## src/supply_monitor_pkg.sv

```systemverilog
package supply_monitor_pkg;

  // Register byte addresses
  localparam logic [11:0] DETECT_STATUS_CONTROL_ADDR  = 12'h000;
  localparam logic [11:0] WARNING_STATUS_CONTROL_ADDR = 12'h004;
  localparam logic [11:0] MONITOR_STATUS_ADDR         = 12'h008;
  localparam logic [11:0] MODE_CONTROL_ADDR           = 12'h00C;

  // Detect status/control field positions
  localparam int DETECT_FLAG_BIT      = 7;
  localparam int DETECT_ACK_BIT       = 6;
  localparam int DETECT_IRQ_EN_BIT    = 5;
  localparam int DETECT_RESET_EN_BIT  = 4;
  localparam int DETECT_LEVEL_LSB     = 0;

  // Warning status/control field positions
  localparam int WARNING_FLAG_BIT     = 7;
  localparam int WARNING_ACK_BIT      = 6;
  localparam int WARNING_IRQ_EN_BIT   = 5;
  localparam int WARNING_LEVEL_LSB    = 0;

  // Monitor status field positions
  localparam int STAT_BELOW_DETECT_BIT  = 0;
  localparam int STAT_BELOW_WARNING_BIT = 1;
  localparam int STAT_DETECT_ON_BIT     = 2;
  localparam int STAT_RESET_HOLD_BIT    = 3;
  localparam int STAT_RESET_SRC_BIT     = 4;

  // Mode control field positions
  localparam int MODE_VLP_BIT  = 0;
  localparam int MODE_VLLS_BIT = 1;

  // Detect level codes
  localparam logic [1:0] DETECT_LEVEL_LOW  = 2'h0;
  localparam logic [1:0] DETECT_LEVEL_HIGH = 2'h1;

  // Reset values
  localparam logic [1:0] DETECT_LEVEL_RESET  = 2'h0;
  localparam logic [1:0] WARNING_LEVEL_RESET = 2'h0;
  localparam logic       RESET_EN_RESET      = 1'b1;

  // Comparator level inputs
  typedef struct packed {
    logic below_detect_low;
    logic below_detect_high;
    logic [3:0] below_warning_low;
    logic [3:0] below_warning_high;
  } comparator_levels_t;

  // Requests to the rest of the chip
  typedef struct packed {
    logic detect_irq;
    logic warning_irq;
    logic reset_request;
    logic reset_source_lowsupply;
  } monitor_requests_t;

endpackage

```

## src/level_sync.sv

```systemverilog
`timescale 1ns/100ps
`default_nettype none
module level_sync
  import supply_monitor_pkg::*;
#(
  parameter int WIDTH = 1
) (
  input  wire logic             pclk,
  input  wire logic             presetn,
  input  wire logic [WIDTH-1:0] async_in,
  output logic      [WIDTH-1:0] sync_out
);

  logic [WIDTH-1:0] stage1;

  // Two flops per bit; only the second stage is read
  always_ff @(posedge pclk or negedge presetn) begin
    if (!presetn) begin
      stage1   <= '0;
      sync_out <= '0;
    end else begin
      stage1   <= async_in;
      sync_out <= stage1;
    end
  end

endmodule
`default_nettype wire

```

## src/low_voltage_detect_flags.sv

```systemverilog
// Notes on behaviour
// - Detect level chosen by software select
// - Low-power modes disable detection entirely
// - Detect flag set while below threshold
// - Detect ack clears only after recovery
// - Warning flag set while below warning
// - Warning ack clears only after recovery
// - Reset enable requests reset on detection
// - Reset held until supply recovers
// - Source flag set by detect reset or power-on
// - Interrupt mode raises detect request
// - Warning interrupt while flag and enable
// - Four warning levels per detect level
// - Warning threshold above detect threshold
// - Level code 00 low, 01 high
// - Reset enable is write once
// - Detect ack reads as zero
// - User-mode writes refused with error
`timescale 1ns/100ps
`default_nettype none
module low_voltage_detect_flags
  import supply_monitor_pkg::*;
(
  input  wire logic               pclk,
  input  wire logic               presetn,
  input  wire logic               psel,
  input  wire logic               penable,
  input  wire logic               pwrite,
  input  wire logic [11:0]        paddr,
  input  wire logic [31:0]        pwdata,
  input  wire logic [3:0]         pstrb,
  input  wire logic [2:0]         pprot,
  output logic      [31:0]        prdata,
  output logic                    pready,
  output logic                    pslverr,
  input  wire comparator_levels_t comparators,
  input  wire logic               power_on_reset_seen,
  output monitor_requests_t       requests,
  output logic      [1:0]         detect_level_select,
  output logic      [1:0]         warning_level_select
);

  localparam int CMP_W = $bits(comparator_levels_t);

  comparator_levels_t cmp_sync;
  logic [CMP_W-1:0]   cmp_sync_bits;
  logic               por_sync;

  level_sync #(
    .WIDTH (CMP_W + 1)
  ) u_sync (
    .pclk     (pclk),
    .presetn  (presetn),
    .async_in ({comparators, power_on_reset_seen}),
    .sync_out ({cmp_sync_bits, por_sync})
  );
  assign cmp_sync = comparator_levels_t'(cmp_sync_bits);

  // Control and state
  logic       detect_flag;
  logic       warning_flag;
  logic       detect_irq_enable;
  logic       detect_reset_enable;
  logic       reset_enable_locked;
  logic       warning_irq_enable;
  logic       very_low_power_modes;
  logic       low_leakage_stop;
  logic       reset_hold;
  logic       reset_source_lowsupply;
  logic       next_detect_flag;
  logic       next_warning_flag;
  logic       next_reset_hold;

  // Bus decode
  wire        access_phase   = psel & penable;
  wire        supervisor     = pprot[0];
  wire        wr_attempt     = access_phase & pwrite;
  wire        wr_ok          = wr_attempt & supervisor & pstrb[0];
  wire        hit_detect     = (paddr == DETECT_STATUS_CONTROL_ADDR);
  wire        hit_warning    = (paddr == WARNING_STATUS_CONTROL_ADDR);
  wire        hit_status     = (paddr == MONITOR_STATUS_ADDR);
  wire        hit_mode       = (paddr == MODE_CONTROL_ADDR);
  wire        mapped         = hit_detect | hit_warning | hit_status | hit_mode;
  wire        wr_detect      = wr_ok & hit_detect;
  wire        wr_warning     = wr_ok & hit_warning;
  wire        wr_mode        = wr_ok & hit_mode;
  wire        detect_ack_strobe  = wr_detect & pwdata[DETECT_ACK_BIT];
  wire        warning_ack_strobe = wr_warning & pwdata[WARNING_ACK_BIT];

  // User writes and unmapped addresses answer with error
  assign pready  = 1'b1;
  assign pslverr = access_phase & (~mapped | (pwrite & ~supervisor));

  // Detection disabled in any low-power mode
  wire        detect_on = ~(very_low_power_modes | low_leakage_stop);

  // Threshold choice; code 01 high, others low
  wire        level_high = (detect_level_select == DETECT_LEVEL_HIGH);
  wire        below_detect_raw = level_high ? cmp_sync.below_detect_high
                                            : cmp_sync.below_detect_low;
  // Warning level picked within detect level's set of four
  wire [3:0]  warn_set = level_high ? cmp_sync.below_warning_high
                                    : cmp_sync.below_warning_low;
  wire        below_warning_raw = warn_set[warning_level_select];
  // Warning also asserted whenever detect trips
  wire        below_detect  = detect_on & below_detect_raw;
  wire        below_warning = detect_on & (below_warning_raw | below_detect_raw);

  // Level set wins; ack clears only once recovered
  always_comb begin
    next_detect_flag = detect_flag;
    if (below_detect) begin
      next_detect_flag = 1'b1;
    end else if (detect_ack_strobe) begin
      next_detect_flag = 1'b0;
    end
  end

  // Warning flag set and guarded clear
  always_comb begin
    next_warning_flag = warning_flag;
    if (below_warning) begin
      next_warning_flag = 1'b1;
    end else if (warning_ack_strobe) begin
      next_warning_flag = 1'b0;
    end
  end

  // Reset asserted on detection, held until recovery
  always_comb begin
    next_reset_hold = reset_hold;
    if (detect_reset_enable & below_detect) begin
      next_reset_hold = 1'b1;
    end else if (~below_detect) begin
      next_reset_hold = 1'b0;
    end
  end

  // Flags
  always_ff @(posedge pclk or negedge presetn) begin
    if (!presetn) begin
      detect_flag  <= 1'b0;
      warning_flag <= 1'b0;
      reset_hold   <= 1'b0;
    end else begin
      detect_flag  <= next_detect_flag;
      warning_flag <= next_warning_flag;
      reset_hold   <= next_reset_hold;
    end
  end

  // Source flag sticky on detect reset or power-on
  always_ff @(posedge pclk or negedge presetn) begin
    if (!presetn) begin
      reset_source_lowsupply <= 1'b0;
    end else if (reset_hold | por_sync) begin
      reset_source_lowsupply <= 1'b1;
    end
  end

  // Detect control register
  always_ff @(posedge pclk or negedge presetn) begin
    if (!presetn) begin
      detect_irq_enable   <= 1'b0;
      detect_level_select <= DETECT_LEVEL_RESET;
    end else if (wr_detect) begin
      detect_irq_enable   <= pwdata[DETECT_IRQ_EN_BIT];
      detect_level_select <= pwdata[DETECT_LEVEL_LSB +: 2];
    end
  end

  // Reset enable locks after its first write
  always_ff @(posedge pclk or negedge presetn) begin
    if (!presetn) begin
      detect_reset_enable <= RESET_EN_RESET;
      reset_enable_locked <= 1'b0;
    end else if (wr_detect & ~reset_enable_locked) begin
      detect_reset_enable <= pwdata[DETECT_RESET_EN_BIT];
      reset_enable_locked <= 1'b1;
    end
  end

  // Warning control register
  always_ff @(posedge pclk or negedge presetn) begin
    if (!presetn) begin
      warning_irq_enable   <= 1'b0;
      warning_level_select <= WARNING_LEVEL_RESET;
    end else if (wr_warning) begin
      warning_irq_enable   <= pwdata[WARNING_IRQ_EN_BIT];
      warning_level_select <= pwdata[WARNING_LEVEL_LSB +: 2];
    end
  end

  // Power mode indications from software
  always_ff @(posedge pclk or negedge presetn) begin
    if (!presetn) begin
      very_low_power_modes <= 1'b0;
      low_leakage_stop     <= 1'b0;
    end else if (wr_mode) begin
      very_low_power_modes <= pwdata[MODE_VLP_BIT];
      low_leakage_stop     <= pwdata[MODE_VLLS_BIT];
    end
  end

  // Read words; ack bits always read zero
  logic [31:0] detect_word;
  logic [31:0] warning_word;
  logic [31:0] status_word;
  logic [31:0] mode_word;
  always_comb begin
    detect_word  = '0;
    warning_word = '0;
    status_word  = '0;
    mode_word    = '0;
    detect_word[DETECT_FLAG_BIT]            = detect_flag;
    detect_word[DETECT_IRQ_EN_BIT]          = detect_irq_enable;
    detect_word[DETECT_RESET_EN_BIT]        = detect_reset_enable;
    detect_word[DETECT_LEVEL_LSB +: 2]      = detect_level_select;
    warning_word[WARNING_FLAG_BIT]          = warning_flag;
    warning_word[WARNING_IRQ_EN_BIT]        = warning_irq_enable;
    warning_word[WARNING_LEVEL_LSB +: 2]    = warning_level_select;
    status_word[STAT_BELOW_DETECT_BIT]      = below_detect;
    status_word[STAT_BELOW_WARNING_BIT]     = below_warning;
    status_word[STAT_DETECT_ON_BIT]         = detect_on;
    status_word[STAT_RESET_HOLD_BIT]        = reset_hold;
    status_word[STAT_RESET_SRC_BIT]         = reset_source_lowsupply;
    mode_word[MODE_VLP_BIT]                 = very_low_power_modes;
    mode_word[MODE_VLLS_BIT]                = low_leakage_stop;
  end

  wire [31:0] read_mux = hit_detect  ? detect_word  :
                         hit_warning ? warning_word :
                         hit_status  ? status_word  :
                         hit_mode    ? mode_word    : 32'h0000_0000;

  // Read data registered in the setup cycle
  always_ff @(posedge pclk or negedge presetn) begin
    if (!presetn) begin
      prdata <= 32'h0000_0000;
    end else if (psel & ~penable & ~pwrite) begin
      prdata <= read_mux;
    end
  end

  always_ff @(posedge pclk or negedge presetn) begin
    if (!presetn) begin
      requests <= '0;
    end else begin
      requests.detect_irq             <= detect_flag & detect_irq_enable &
                                         ~detect_reset_enable;
      requests.warning_irq            <= warning_flag & warning_irq_enable;
      requests.reset_request          <= next_reset_hold;
      requests.reset_source_lowsupply <= reset_source_lowsupply;
    end
  end

endmodule
`default_nettype wire

```

## config.mk

```make
export PLATFORM = sky130hd
export DESIGN_NAME = low_voltage_detect_flags
export DESIGN_NICKNAME = d
export VERILOG_FILES = /design/src/supply_monitor_pkg.sv /design/src/level_sync.sv /design/src/low_voltage_detect_flags.sv
export SDC_FILE = /design/constraint.sdc
export NUM_CORES = 1
export LEC_CHECK = 0
export BUFFER_PORTS_ARGS = -buffer_cell sky130_fd_sc_hd__buf_2
export CAP_MARGIN = 0
export CORE_MARGIN = 2
export CORE_UTILIZATION = 48
export DETAILED_ROUTE_END_ITERATION = 7
export PLACE_DENSITY = 0.93
export SLEW_MARGIN = 20
export SYNTH_ARGS = -nofsm -noshare
export SYNTH_HDL_FRONTEND = slang
export SYNTH_HIERARCHICAL = 1
export SYNTH_SLANG_ARGS = --single-unit
export TNS_END_PERCENT = 100
```

## constraint.sdc

```tcl
create_clock -name pclk -period 3.2 [get_ports pclk]
set_input_delay 0.48 -clock pclk [delete_from_list [all_inputs] [get_ports pclk]]
set_output_delay 0.48 -clock pclk [all_outputs]
set_load 0.05 [all_outputs]
```

Yosys cells after proc, flatten, opt, wreduce, memory -nomap -nowiden

Cells that the tools add are included.

Eq/ne operators: 5
Add/subtract/negate cells: 0
Shifts and indexed selects: 0
Div/mod/pow operators: 0
Bitwise gates (word level): 34
Order comparisons: 1
Multiply operators: 0
Muxes and demuxes: 14
Reduce and logical (&&, ||, !) cells: 3

Operators by type and width:

| kind                                                                   | count |
|---|---|
| 12-bit by 4-bit equality test with 1-bit output, second input constant | 2 |
| 1-bit AND                                                              | 20 |
| 8-bit two-way mux                                                      | 2 |
| 12-bit by 3-bit equality test with 1-bit output, second input constant | 1 |
| 12-bit logical NOT                                                     | 1 |
| 1-bit two-way mux                                                      | 8 |
| 1-bit inverter                                                         | 7 |
| 1-bit OR                                                               | 7 |
| 5-bit two-way mux                                                      | 1 |
| 4-bit two-way mux                                                      | 1 |
| 2-bit nonzero test                                                     | 2 |
| 2-bit by 3-bit < comparator with 1-bit output, second input constant   | 1 |
| 1-bit binary-select mux with 2-bit select                              | 1 |
| 2-bit by 1-bit equality test with 1-bit output, second input constant  | 1 |
| 2-bit two-way mux                                                      | 1 |
| 2-bit by 1-bit != test with 1-bit output, second input constant        | 1 |

Logic and storage cells: 75
Bits in registers: 71
ROM bits: 0
Memory bits (writable): 0
Bits in latches: 0
Output and inout port bits: 42
Input port bits: 67
Memories kept: 0

Longest topological paths before layout

Gate-level depths: netlist of the first run.

Word-level depth: 9
Gate-level depth with buffers: 7

Cells and area by module

Netlist of the first run, hierarchy kept.

Modules (own cells, without submodules):

| module                   | cells each | area each (µm²) | instances | seq. area each (µm²) |
|---|---|---|---|---|
| low_voltage_detect_flags | 147        | 1466.4          | 1         | 601.8 |
| level_sync               | 22         | 550.5           | 1         | 550.5 |

Worst setup path after synthesis of the first run

Ideal clock, no wire load.

Path type: input to register
From: input port paddr[5]
To: register detect_reset_enable
Data required time: 3115 ps
Library setup time: 85 ps
Stages on the path: 6
Arrival: 1964 ps
Path slack: 1152 ps
Buffers on the path: 1
Cell sequence: nor4_4 nand3_4 or4_4 buf_6 nor2_2 mux2_1

Word-level cells in the longest chain between the ends: 3

Ends and longest elaborated chain:

| element              | RTL line                        | source |
|---|---|---|
| from (decl)          | low_voltage_detect_flags.sv:29  | `input wire logic [11:0] paddr,` |
| 12-bit logical NOT   | low_voltage_detect_flags.sv:79  | `wire hit_detect = (paddr == DETECT_STATUS_CONTROL_ADDR);` |
| 1-bit AND            | low_voltage_detect_flags.sv:84  | `wire wr_detect = wr_ok & hit_detect;` |
| 1-bit AND            | low_voltage_detect_flags.sv:177 | `end else if (wr_detect & ~reset_enable_locked) begin` |
| to (signal assigned) | low_voltage_detect_flags.sv:178 | `detect_reset_enable <= pwdata[DETECT_RESET_EN_BIT];` |
| to (decl)            | low_voltage_detect_flags.sv:63  | `logic detect_reset_enable;` |

No other way between the ends.
A chain may end at the register's enable or synchronous reset.

Final worst setup path of the first run

From: input port paddr[5]
To: output port pslverr

Word-level cells in the longest chain between the ends: 7
Elaborated cells between the ends (all ways): 10
Those cells by class: eq/ne (3); bitwise (6); reduce/logical (1)

Ends and longest elaborated chain:

| element                                                                               | RTL line                                                       | source |
|---|---|---|
| 12-bit by 3-bit equality test with 1-bit output or 12-bit logical NOT (tied branches) | low_voltage_detect_flags.sv:80, low_voltage_detect_flags.sv:79 |  |
| 1-bit OR (2 in a row)                                                                 | low_voltage_detect_flags.sv:83                                 | `wire mapped = hit_detect \| hit_warning \| hit_status \| hit_mode;` |
| 1-bit OR (*)                                                                          | low_voltage_detect_flags.sv:83                                 |  |
| 1-bit inverter (*)                                                                    | low_voltage_detect_flags.sv:92                                 | `assign pslverr = access_phase & (~mapped \| (pwrite & ~supervisor));` |
| 1-bit OR (*)                                                                          | low_voltage_detect_flags.sv:92                                 |  |
| 1-bit AND (*)                                                                         | low_voltage_detect_flags.sv:92                                 |  |
| to (decl)                                                                             | low_voltage_detect_flags.sv:35                                 | `output logic pslverr,` |

Every way passes the cells marked *; elsewhere a longest branch is shown, timed or not.

==> results of run 1 <==
==> cells in the mapped netlist, types with 4 or more instances <==
| cell | instances | area, um^2 |
|---|---|---|
| a21oi_1 | 6 | 30.0 |
| buf_4 | 27 | 203 |
| dfrtp_1 | 45 | 1130 |
| inv_1 | 4 | 15.0 |
| mux2_2 | 6 | 67.6 |
| mux2i_1 | 6 | 60.1 |
| nand2_1 | 10 | 37.5 |
| nand2b_1 | 6 | 37.5 |
| nor2_1 | 9 | 33.8 |
| o21ai_0 | 5 | 25.0 |
| or3_1 | 4 | 25.0 |
==> final timing paths <==
path / from / end / slack, ns / depth (start not counted)
max: paddr[5] / pslverr / 1.23 / 6
min: comparators[6] / u_sync/stage1[7] / 0.28 / 1
max reg2reg: detect_level_select[1] / prdata[0] / 1.69 / 5
min reg2reg: u_sync/stage1[6] / u_sync/sync_out[6] / 0.35 / 0
max in group asynchronous: presetn / requests[3] / 2.27 / 1
min in group asynchronous: presetn / u_sync/sync_out[4] / 0.33 / 1
==> flip-flops by register name, summed over array words and instances, names as in the netlist <==
| signal | count |
|---|---|
| u_sync/stage1 | 11 |
| u_sync/sync_out | 11 |
| prdata | 7 |
| requests | 4 |
| detect_level_select | 2 |
| warning_level_select | 2 |
| detect_flag | 1 |
| detect_irq_enable | 1 |
| detect_reset_enable | 1 |
| low_leakage_stop | 1 |
| reset_enable_locked | 1 |
| reset_source_lowsupply | 1 |
| very_low_power_modes | 1 |
| warning_flag | 1 |
| warning_irq_enable | 1 |
==> routing by layer <==
metal  wire [um]  vias up  global-route usage (%)
li1            -      618                       -
met1        1280      623                    17.9
met2        1780       51                    27.5
met3         298        7                    5.36
met4          40        0                    6.62
met5           0        -                       0
==> power by group <==
group / internal, mW / switching, mW
logic: 0.0251 / 0.111
clock network: 0.333 / 0.183
registers: 0.597 / 0.00481
==> kinds of logic (layout without fill, tap and decap cells) <==
kind of cell,after synthesis,after routing,synth area share [%]
buffers and inverters,36,62,12.2
AND/OR/NAND/NOR,47,47,14.5
multiplexers,16,16,9.12
flip-flops,46,46,57.1
AO/OA/AOI/OAI,22,22,6.76
other,2,26,0.372
==> area by class of cell <==
class / count / area share [%]
Multi-Input combinational cell: 111 / 30.4
Clock buffer: 6 / 3.54
Clock inverter: 2 / 2.58
Tap cell: 50 / 2.68
Inverter: 4 / 0.644
Sequential cell: 46 / 49.4
Timing Repair Buffer: 50 / 10.7
==> results.sh, run 1 <==
export IMPL_status="completed"
export IMPL_final_cell_mix="buf_2, dfrtp_1, conb_1"
export IMPL_cpPeakStageDelay_ns=0.31
export IMPL_arrival_ns=1.49
export IMPL_core_area_mm2=0.00403
export IMPL_dp_hpwl_mm=2.61
export IMPL_critPathCaptureType="output pin"
export IMPL_antenna_found_initial=0
export IMPL_place_congestion=0.774
export IMPL_leakage_nw=1.18
export IMPL_path_common_cell="buf_2"
export IMPL_fp_dieW_um=68.8
export IMPL_antenna_left=0
export IMPL_fmax_mhz=507
export IMPL_period_minus_slack_ns=1.97
export IMPL_cp_start_kind="input port"
export IMPL_cts_tree="done"
export IMPL_hold_buffers=0
export IMPL_stdcell_count=269
export IMPL_grt_usage_pct=15.9
export IMPL_n_fill_cell=353
export IMPL_overflow=0
export IMPL_worst_slack_ns=1.23
export IMPL_grt_setup_unrepaired="false"
export IMPL_yosysWarningCount=6
export IMPL_holdWs_ns=0.283
export IMPL_layout_area_seq_mm2=0.00115
export IMPL_drc=0
export IMPL_wl_per_cell_um=12.6
export IMPL_cts_sinks=46
export IMPL_fin_area_mm2=0.00233
export IMPL_syn_avg_cell_area_um2=11.9
export IMPL_cts_path_max_buffers=2
export IMPL_totalWireLength_mm=3.40
export IMPL_synth_area_mm2=0.00202
export IMPL_ys_seq_area_share_pct=57.1
export IMPL_synth_flop_cell="dfrtp_1"
export IMPL_utilization_pct=57.9
export IMPL_p_total_mw=1.25
export IMPL_clk_pin_slew_worst_paths_ns=0.08
export IMPL_ctsHtreeMaxLevel=2
export IMPL_path_delay_family="simple AND/OR/NAND/NOR gates"
export IMPL_critPathKind="in2out"
export IMPL_crit_chain="buf_2, nor4_4, nand3_4, a21oi_1, nor2_1, buf_2"
export IMPL_firstDrtPassIters=6
export IMPL_clkLatencyLatePin_ns=0.30
export IMPL_finalHoldViolCount=0
export IMPL_period_share_pct=61.7
export IMPL_ir_worst_vdd_mv=0.284
export IMPL_grt_max_degree=47
export IMPL_ys_seq_elements=46
export IMPL_postSynthCellCount=169
export IMPL_power_density_mw_per_mm2=537
export IMPL_drt_iter0_markers=61
export IMPL_vias=1299
export IMPL_cts_setup_buffers=0
export IMPL_critPathRequiredTime_ns=2.72
export IMPL_nNetsFinal=285
export IMPL_pin_count=109
export IMPL_viasPerCell=4.83
export IMPL_final_common_cell="buf_2"
export IMPL_async_reset_ff_share_pct=100
export IMPL_dpl_worst_slack_ns=0.966
export IMPL_synth_enable_flop_cells=0
export IMPL_port_buffers=50
export IMPL_postPlaceCellArea_mm2=0.00219
export IMPL_die_y_um=68.8
export IMPL_root_buffer="clkbuf_8"
export IMPL_grt_pass1_wl_mm=5.31
export IMPL_numPlacedInstances=261
export IMPL_maxCapViolations=0
export IMPL_skew_ns=0.00522
export IMPL_yosysUniqueCellTypes=42
export IMPL_setup_viol=0
export IMPL_slew_headroom_pct=35.8
export IMPL_path_max_fanout=10
export IMPL_tns_ns=0
export IMPL_multi_input_area_um2=709
export IMPL_slew_viol_final=0
export IMPL_worst_path_max_delay_cell="nor4_4"
export IMPL_die_area_mm2=0.00474
export IMPL_cp_num_buf_inv=2
export IMPL_cts_resized_gates=0
export IMPL_syn_to_final_growth_pct=15.6
export IMPL_worst_pin_slew_ns=0.962
export IMPL_hold_path_class="in2reg"
export IMPL_initial_core_util_pct=50.1
export IMPL_numCtsBuffers=5
export IMPL_rows=23
export IMPL_antennaDiodeCount=0
export IMPL_drive_above_1_share_pct=33.8
export IMPL_grt_pass1_vias=1201
No activity file was read; power rests on OpenSTA's default activity.
==> run 2, diff against run 1 <==
--- a/config.mk
+++ b/config.mk
@@ -5,12 +5,13 @@
 export SDC_FILE = /design/constraint.sdc
 export NUM_CORES = 1
 export LEC_CHECK = 0
+export ABC_AREA = 1
 export BUFFER_PORTS_ARGS = -buffer_cell sky130_fd_sc_hd__buf_2
 export CAP_MARGIN = 0
 export CORE_MARGIN = 2
-export CORE_UTILIZATION = 48
+export CORE_UTILIZATION = 40
 export DETAILED_ROUTE_END_ITERATION = 7
-export PLACE_DENSITY = 0.93
+export PLACE_DENSITY = 0.83
 export SLEW_MARGIN = 20
 export SYNTH_ARGS = -nofsm -noshare
 export SYNTH_HDL_FRONTEND = slang
==> constraint.sdc (replaced) <==
create_clock -name pclk -period 1.8 [get_ports pclk]
set_input_delay 0.27 -clock pclk [delete_from_list [all_inputs] [get_ports pclk]]
set_output_delay 0.27 -clock pclk [all_outputs]
set_load 0.05 [all_outputs]
==> run 2 against run 1 <==
Worst hold slack got worse by 0.21 ns. Count of clock-buffer cells in the layout rose by 1. Clock skew fell by 0.0015 ns. Wire length rose by 1.1%. Core utilization fell by 9.8 points. Synthesized area rose by 1.7%. Flip-flop and latch count did not move. Final area rose by 3.9%. Via count rose by 14%. Die area rose by 21%. Highest routed layer unchanged.
==> results.sh, run 2 <==
export IMPL_status="completed"
export IMPL_path_delay_family="simple AND/OR/NAND/NOR gates"
export IMPL_internal_power_mw=1.53
export IMPL_tns_ns=0
export IMPL_worst_r2r_cell_count=7
export IMPL_p_total_mw=2.06
export IMPL_ys_seq_area_share_pct=56.2
export IMPL_grt_setup_unrepaired="false"
export IMPL_fp_dieW_um=75.6
export IMPL_drt_iter0_markers=85
export IMPL_skew_ns=0.00368
export IMPL_initial_core_util_pct=40.7
export IMPL_worst_pin_slew_ns=0.509
export IMPL_period_share_pct=85.0
export IMPL_leakage_nw=1.33
export IMPL_final_cell_mix="buf_2, nand2_1, dfrtp_1"
export IMPL_sequentialPowerShare_pct=52.1
export IMPL_antennaDiodeCount=0
export IMPL_cp_start_kind="flip-flop"
export IMPL_hold_path_startpoint="comparators[5]"
export IMPL_numCtsBuffers=5
export IMPL_die_area_mm2=0.00572
export IMPL_place_congestion=0.809
export IMPL_clk_pin_slew_worst_paths_ns=0.08
export IMPL_clkLatencyLatePin_ns=0.29
export IMPL_nNetsFinal=339
export IMPL_r2r_setup_slack_ns=0.27
export IMPL_yosysWarningCount=6
export IMPL_port_buffers=50
export IMPL_drc=0
export IMPL_syn_avg_cell_area_um2=9.63
export IMPL_ys_seq_elements=46
export IMPL_arrival_ns=1.72
export IMPL_postSynthCellCount=213
export IMPL_min_to="u_sync/stage1[6]"
export IMPL_cts_setup_buffers=0
export IMPL_antenna_found_initial=0
export IMPL_viasPerCell=4.31
export IMPL_finalHoldViolCount=0
export IMPL_critPathKind="reg2reg"
export IMPL_period_minus_slack_ns=1.53
export IMPL_grt_pass1_wl_mm=5.89
export IMPL_synth_enable_flop_cells=0
export IMPL_grt_pass1_vias=1463
export IMPL_maxCapViolations=0
export IMPL_hold_buffers=1
export IMPL_cts_path_max_buffers=2
export IMPL_antenna_left=0
export IMPL_hold_path_class="in2reg"
export IMPL_final_common_cell="buf_2"
export IMPL_root_buffer="clkbuf_8"
export IMPL_power_density_mw_per_mm2=849
export IMPL_slew_headroom_pct=66.1
export IMPL_fmax_mhz=654
export IMPL_synth_flop_cell="dfrtp_1"
export IMPL_critPathCaptureType="flip-flop"
export IMPL_p_sw_mw=0.528
export IMPL_wl_per_cell_um=10.0
export IMPL_synth_area_top_cells="dfrtp_1, buf_4, nand2_1, inv_1, nand3_1"
export IMPL_worst_path_max_delay_cell="dfrtp_1"
export IMPL_yosysTopAreaCell="dfrtp_1"
export IMPL_setup_viol=0
export IMPL_postPlaceCellArea_mm2=0.00231
export IMPL_slew_viol_final=0
export IMPL_combPwrFrac_pct=12.4
export IMPL_drive_above_1_share_pct=27.5
export IMPL_critPathRequiredTime_ns=1.99
export IMPL_yosysMostFrequentCell="nand2_1"
export IMPL_netlist_area_leader_share_pct=54.9
export IMPL_dp_hpwl_mm=2.79
export IMPL_yosysUniqueCellTypes=28
export IMPL_fin_area_mm2=0.00242
export IMPL_cts_resized_gates=0
export IMPL_hold_path_cell_count=1
export IMPL_r2r_end="prdata[1]"
export IMPL_syn_to_final_growth_pct=18.1
export IMPL_cts_tree="done"
export IMPL_cts_sinks=46
export IMPL_top_regs="u_sync/stage1 (11), u_sync/sync_out (11), prdata (7)"
export IMPL_cp_num_buf_inv=0
export IMPL_grt_max_degree=26
export IMPL_critPathLaunch="detect_level_select[0]"
export IMPL_totalWireLength_mm=3.44
export IMPL_yosys_top_cells_count="nand2_1, dfrtp_1, buf_4, inv_1, nand3_1"
export IMPL_power_frac_clock_pct=35.5
export IMPL_reg2reg_from="detect_level_select[0]"
export IMPL_ir_worst_vdd_mv=0.538
export IMPL_path_max_fanout=8
export IMPL_crit_chain="nand2_1, o21ai_0, nand3_1, nand3_1, nand3_1, nand2_1, nand2_1"
export IMPL_synth_area_mm2=0.00205
export IMPL_die_y_um=75.6
export IMPL_firstDrtPassIters=4
export IMPL_async_reset_ff_share_pct=100
export IMPL_overflow=0
export IMPL_cpPeakStageDelay_ns=0.48
export IMPL_grt_usage_pct=13.8
export IMPL_ctsHtreeMaxLevel=2
export IMPL_core_area_mm2=0.00504
export IMPL_swShare_pct=25.7
export IMPL_rows=26
export IMPL_pin_count=109
export IMPL_vias=1478
-- run 2: changes by cell type in the layout (fill, tap and decap cells not counted), moves of 4 or more --
cell,change
o21ai_1,+5
nand3_1,+15
or3_1,-4
mux2i_1,-6
inv_1,+23
nand2b_1,-6
nand2_1,+37
mux2_2,-6
a21oi_1,-4
buf_4,+4
-- run 2: through the flow --
stage | hold WS (ns) | setup slack (ns) | util [%] | std cells
finish | 0.0759 | 0.270 | 48.0 | 343
global route | 0.0633 | 0.141 | 48.0 | 343
CTS | 0.0679 | 0.286 | 48.0 | 343
detailed placement | 0.269 | 0.308 | 45.7 | 334
global placement | 0.270 | 0.329 | 45.7 | 334
floorplan | -0.0256 | 0.207 | - | 237
-- run 2: logic make-up (layout without fill, tap and decap cells) --
kind of cell | after synthesis | count (layout) | share of synthesized area, %
AOI/OAI and AO/OA | 20 | 20 | 5.61
buffers and inverters | 56 | 92 | 15.3
DFF | 46 | 46 | 56.2
other | 2 | 26 | 0.366
and+or+nand+nor | 89 | 89 | 22.5
-- run 2: worst max-delay path by stage --
stage                    to  cells past startpoint
6_report          prdata[1]                      7
5_1_grt           prdata[1]                      7
4_1_cts           prdata[1]                      7
3_5_place_dp   warning_flag                      7
3_3_place_gp      prdata[1]                      7
2_1_floorplan     prdata[1]                      7
-- run 2: power groups by stage --
stage	clock (mW)	combinational [mW]	sequential, mW
after floorplan	0	0.211	1.10
after global placement	0	0.251	1.09
after detailed placement	0	0.254	1.09
after CTS	0.759	0.257	1.07
after global routing	0.786	0.280	1.07
final	0.730	0.255	1.07
-- run 2: final cells by class --
| cell class | instances | area (um^2) |
|---|---|---|
| Tap cell | 70 | 87.6 |
| Sequential cell | 46 | 1150 |
| Clock buffer | 7 | 76.3 |
| Fill cell | 480 | 2620 |
| Timing Repair Buffer | 55 | 290 |
| Clock inverter | 1 | 30.0 |
| Multi-Input combinational cell | 135 | 674 |
| Inverter | 29 | 111 |
-- run 2: worst reg2reg max path: cells and delay by family, from the launching register on --
kind | cells | cell delay (ns)
flops | 1 | 0.48
compound gates | 1 | 0.30
simple gates | 6 | 0.65
-- run 2: metal layers --
layer  share of wire (%)  routed length (um)  vias up  global-route usage (%)
li1                    -                   -      731                       -
met1                  41                1390      686                    14.8
met2                  51                1760       54                    25.0
met3                 6.4                 220        7                    3.97
met4                 1.8                  62        0                    6.24
met5                   0                   0        -                       0
==> run 3, diff against run 2 <==
--- a/config.mk
+++ b/config.mk
@@ -12,6 +12,8 @@
 export CORE_UTILIZATION = 40
 export DETAILED_ROUTE_END_ITERATION = 7
 export PLACE_DENSITY = 0.83
+export RECOVER_POWER = 50
+export SETUP_SLACK_MARGIN = 0.3
 export SLEW_MARGIN = 20
 export SYNTH_ARGS = -nofsm -noshare
 export SYNTH_HDL_FRONTEND = slang
==> run 3 against run 2 <==
Final cell count decreased by 0.29%. Largest cell class unchanged. Largest power group unchanged. Clock power decreased by 13%. Final area decreased by 0.62%.
==> results.sh, run 3 (synthesized netlist as in run 2, its figures left out) <==
export IMPL_final_common_cell="buf_2"
export IMPL_p_sw_mw=0.539
export IMPL_cts_setup_buffers=0
export IMPL_die_area_mm2=0.00572
export IMPL_numCtsBuffers=5
export IMPL_ir_worst_vdd_mv=0.604
export IMPL_drive_above_1_share_pct=29.4
export IMPL_crit_chain="buf_2, nor2_1, nand3_2, nor3_4, nand2_1, nor2_1, o21ai_0"
export IMPL_grt_setup_unrepaired="false"
export IMPL_slew_viol_final=0
export IMPL_power_density_mw_per_mm2=814
export IMPL_port_buffers=50
export IMPL_root_buffer="clkbuf_8"
export IMPL_fmax_mhz=686
export IMPL_wl_per_cell_um=10.1
export IMPL_worst_pin_slew_ns=0.533
export IMPL_path_max_fanout=7
export IMPL_drc=0
export IMPL_critPathCaptureType="flip-flop"
export IMPL_cts_tree="done"
export IMPL_totalWireLength_mm=3.46
export IMPL_top_regs="u_sync/stage1 (11), u_sync/sync_out (11), prdata (7)"
export IMPL_clk_pin_slew_worst_paths_ns=0.08
export IMPL_setup_viol=0
export IMPL_p_total_mw=1.96
export IMPL_grt_pass1_wl_mm=5.63
export IMPL_syn_to_final_growth_pct=17.4
export IMPL_critPathKind="in2reg"
export IMPL_critPathRequiredTime_ns=1.98
export IMPL_nNetsFinal=338
export IMPL_cp_num_buf_inv=1
export IMPL_arrival_ns=1.63
export IMPL_finalHoldViolCount=0
export IMPL_rows=26
export IMPL_dp_hpwl_mm=2.86
export IMPL_die_y_um=75.6
export IMPL_period_minus_slack_ns=1.46
export IMPL_core_area_mm2=0.00504
export IMPL_internal_power_mw=1.42
export IMPL_clkLatencyLatePin_ns=0.29
export IMPL_cp_start_kind="input port"
export IMPL_cts_sinks=46
export IMPL_grt_pass1_vias=1393
export IMPL_drt_iter0_markers=52
export IMPL_sequentialPowerShare_pct=54.7
export IMPL_power_frac_clock_pct=32.3
export IMPL_cts_path_max_buffers=2
export IMPL_fp_dieW_um=75.6
export IMPL_final_cell_mix="buf_2, nand2_1, dfrtp_1"
export IMPL_worst_path_max_delay_cell="nor2_1"
export IMPL_swShare_pct=27.5
export IMPL_firstDrtPassIters=4
export IMPL_antenna_left=0
export IMPL_path_common_cell="nor2_1"
export IMPL_grt_max_degree=27
export IMPL_antennaDiodeCount=0
export IMPL_slew_headroom_pct=64.5
export IMPL_place_congestion=0.800
export IMPL_vias=1463
export IMPL_path_delay_family="simple AND/OR/NAND/NOR gates"
export IMPL_cpPeakStageDelay_ns=0.36
export IMPL_hold_path_class="in2reg"
export IMPL_period_share_pct=80.9
export IMPL_pin_count=109
export IMPL_leakage_nw=1.32
export IMPL_ctsHtreeMaxLevel=2
export IMPL_skew_ns=0.00355
export IMPL_initial_core_util_pct=40.7
export IMPL_status="completed"
export IMPL_tns_ns=0
export IMPL_combPwrFrac_pct=13.0
export IMPL_overflow=0
export IMPL_viasPerCell=4.28
export IMPL_maxCapViolations=0
export IMPL_grt_usage_pct=13.2
export IMPL_antenna_found_initial=0
[run 3: layout make-up]
| cell class | instances | area [um^2] |
|---|---|---|
| clock inverter | 2 | 12.5 |
| fill | 496 | 2640 |
| timing repair buffer | 54 | 279 |
| inverter | 29 | 111 |
| sequential | 46 | 1150 |
| multi-input combinational | 135 | 679 |
| tap | 70 | 87.6 |
| clock buffer | 6 | 82.6 |
[run 3: timing repair]
| action | in CTS | in global routing |
|---|---|---|
| endpoints found under the setup margin | 3 | 3 |
| gates resized for setup | 1 | 3 |
| endpoints found under the hold margin | 23 | 0 |
| hold buffers | 1 | 0 |
[run 3: power groups by stage]
stage	registers [mW]	clock network (mW)	logic [mW]
finish	1.07	0.633	0.254
detailed placement	1.09	0	0.257
CTS	1.07	0.654	0.259
global placement	1.09	0	0.252
global route	1.08	0.703	0.278
floorplan	1.10	0	0.212
[run 3: final timing paths]
kind	from	to	slack, ns	cells past startpoint
worst max-delay path	paddr[1]	warning_flag	0.34	7
min in group asynchronous	presetn	u_sync/stage1[10]	0.48	2
worst min register to register	u_sync/stage1[5]	u_sync/sync_out[5]	0.35	0
worst max register to register	detect_level_select[1]	prdata[1]	0.47	10
max in group asynchronous	presetn	u_sync/stage1[5]	0.54	3
worst min-delay path	comparators[8]	u_sync/stage1[9]	0.08	1
[run 3: layer usage]
| metal | global-route usage [%] | share of wire (%) | up-vias |
|---|---|---|---|
| li1 | - | - | 729 |
| met1 | 13.7 | 40 | 672 |
| met3 | 4.76 | 7.5 | 4 |
| met2 | 23.9 | 51 | 58 |
| met4 | 5.85 | 1.5 | 0 |
| met5 | 0 | 0 | - |
[run 3: metrics by stage]
| stage | hold WS [ns] | instance area (um^2) | setup WS (ns) | cells | utilization [%] |
|---|---|---|---|---|---|
| after floorplan | -0.0256 | 2150 | 0.363 | 237 | - |
| after global placement | 0.276 | 2310 | 0.266 | 333 | 45.8 |
| after detailed placement | 0.285 | 2310 | 0.227 | 333 | 45.8 |
| after CTS | 0.0652 | 2410 | 0.314 | 342 | 47.8 |
| after global routing | 0.0533 | 2410 | 0.200 | 342 | 47.7 |
| final | 0.0763 | 2410 | 0.343 | 342 | 47.7 |
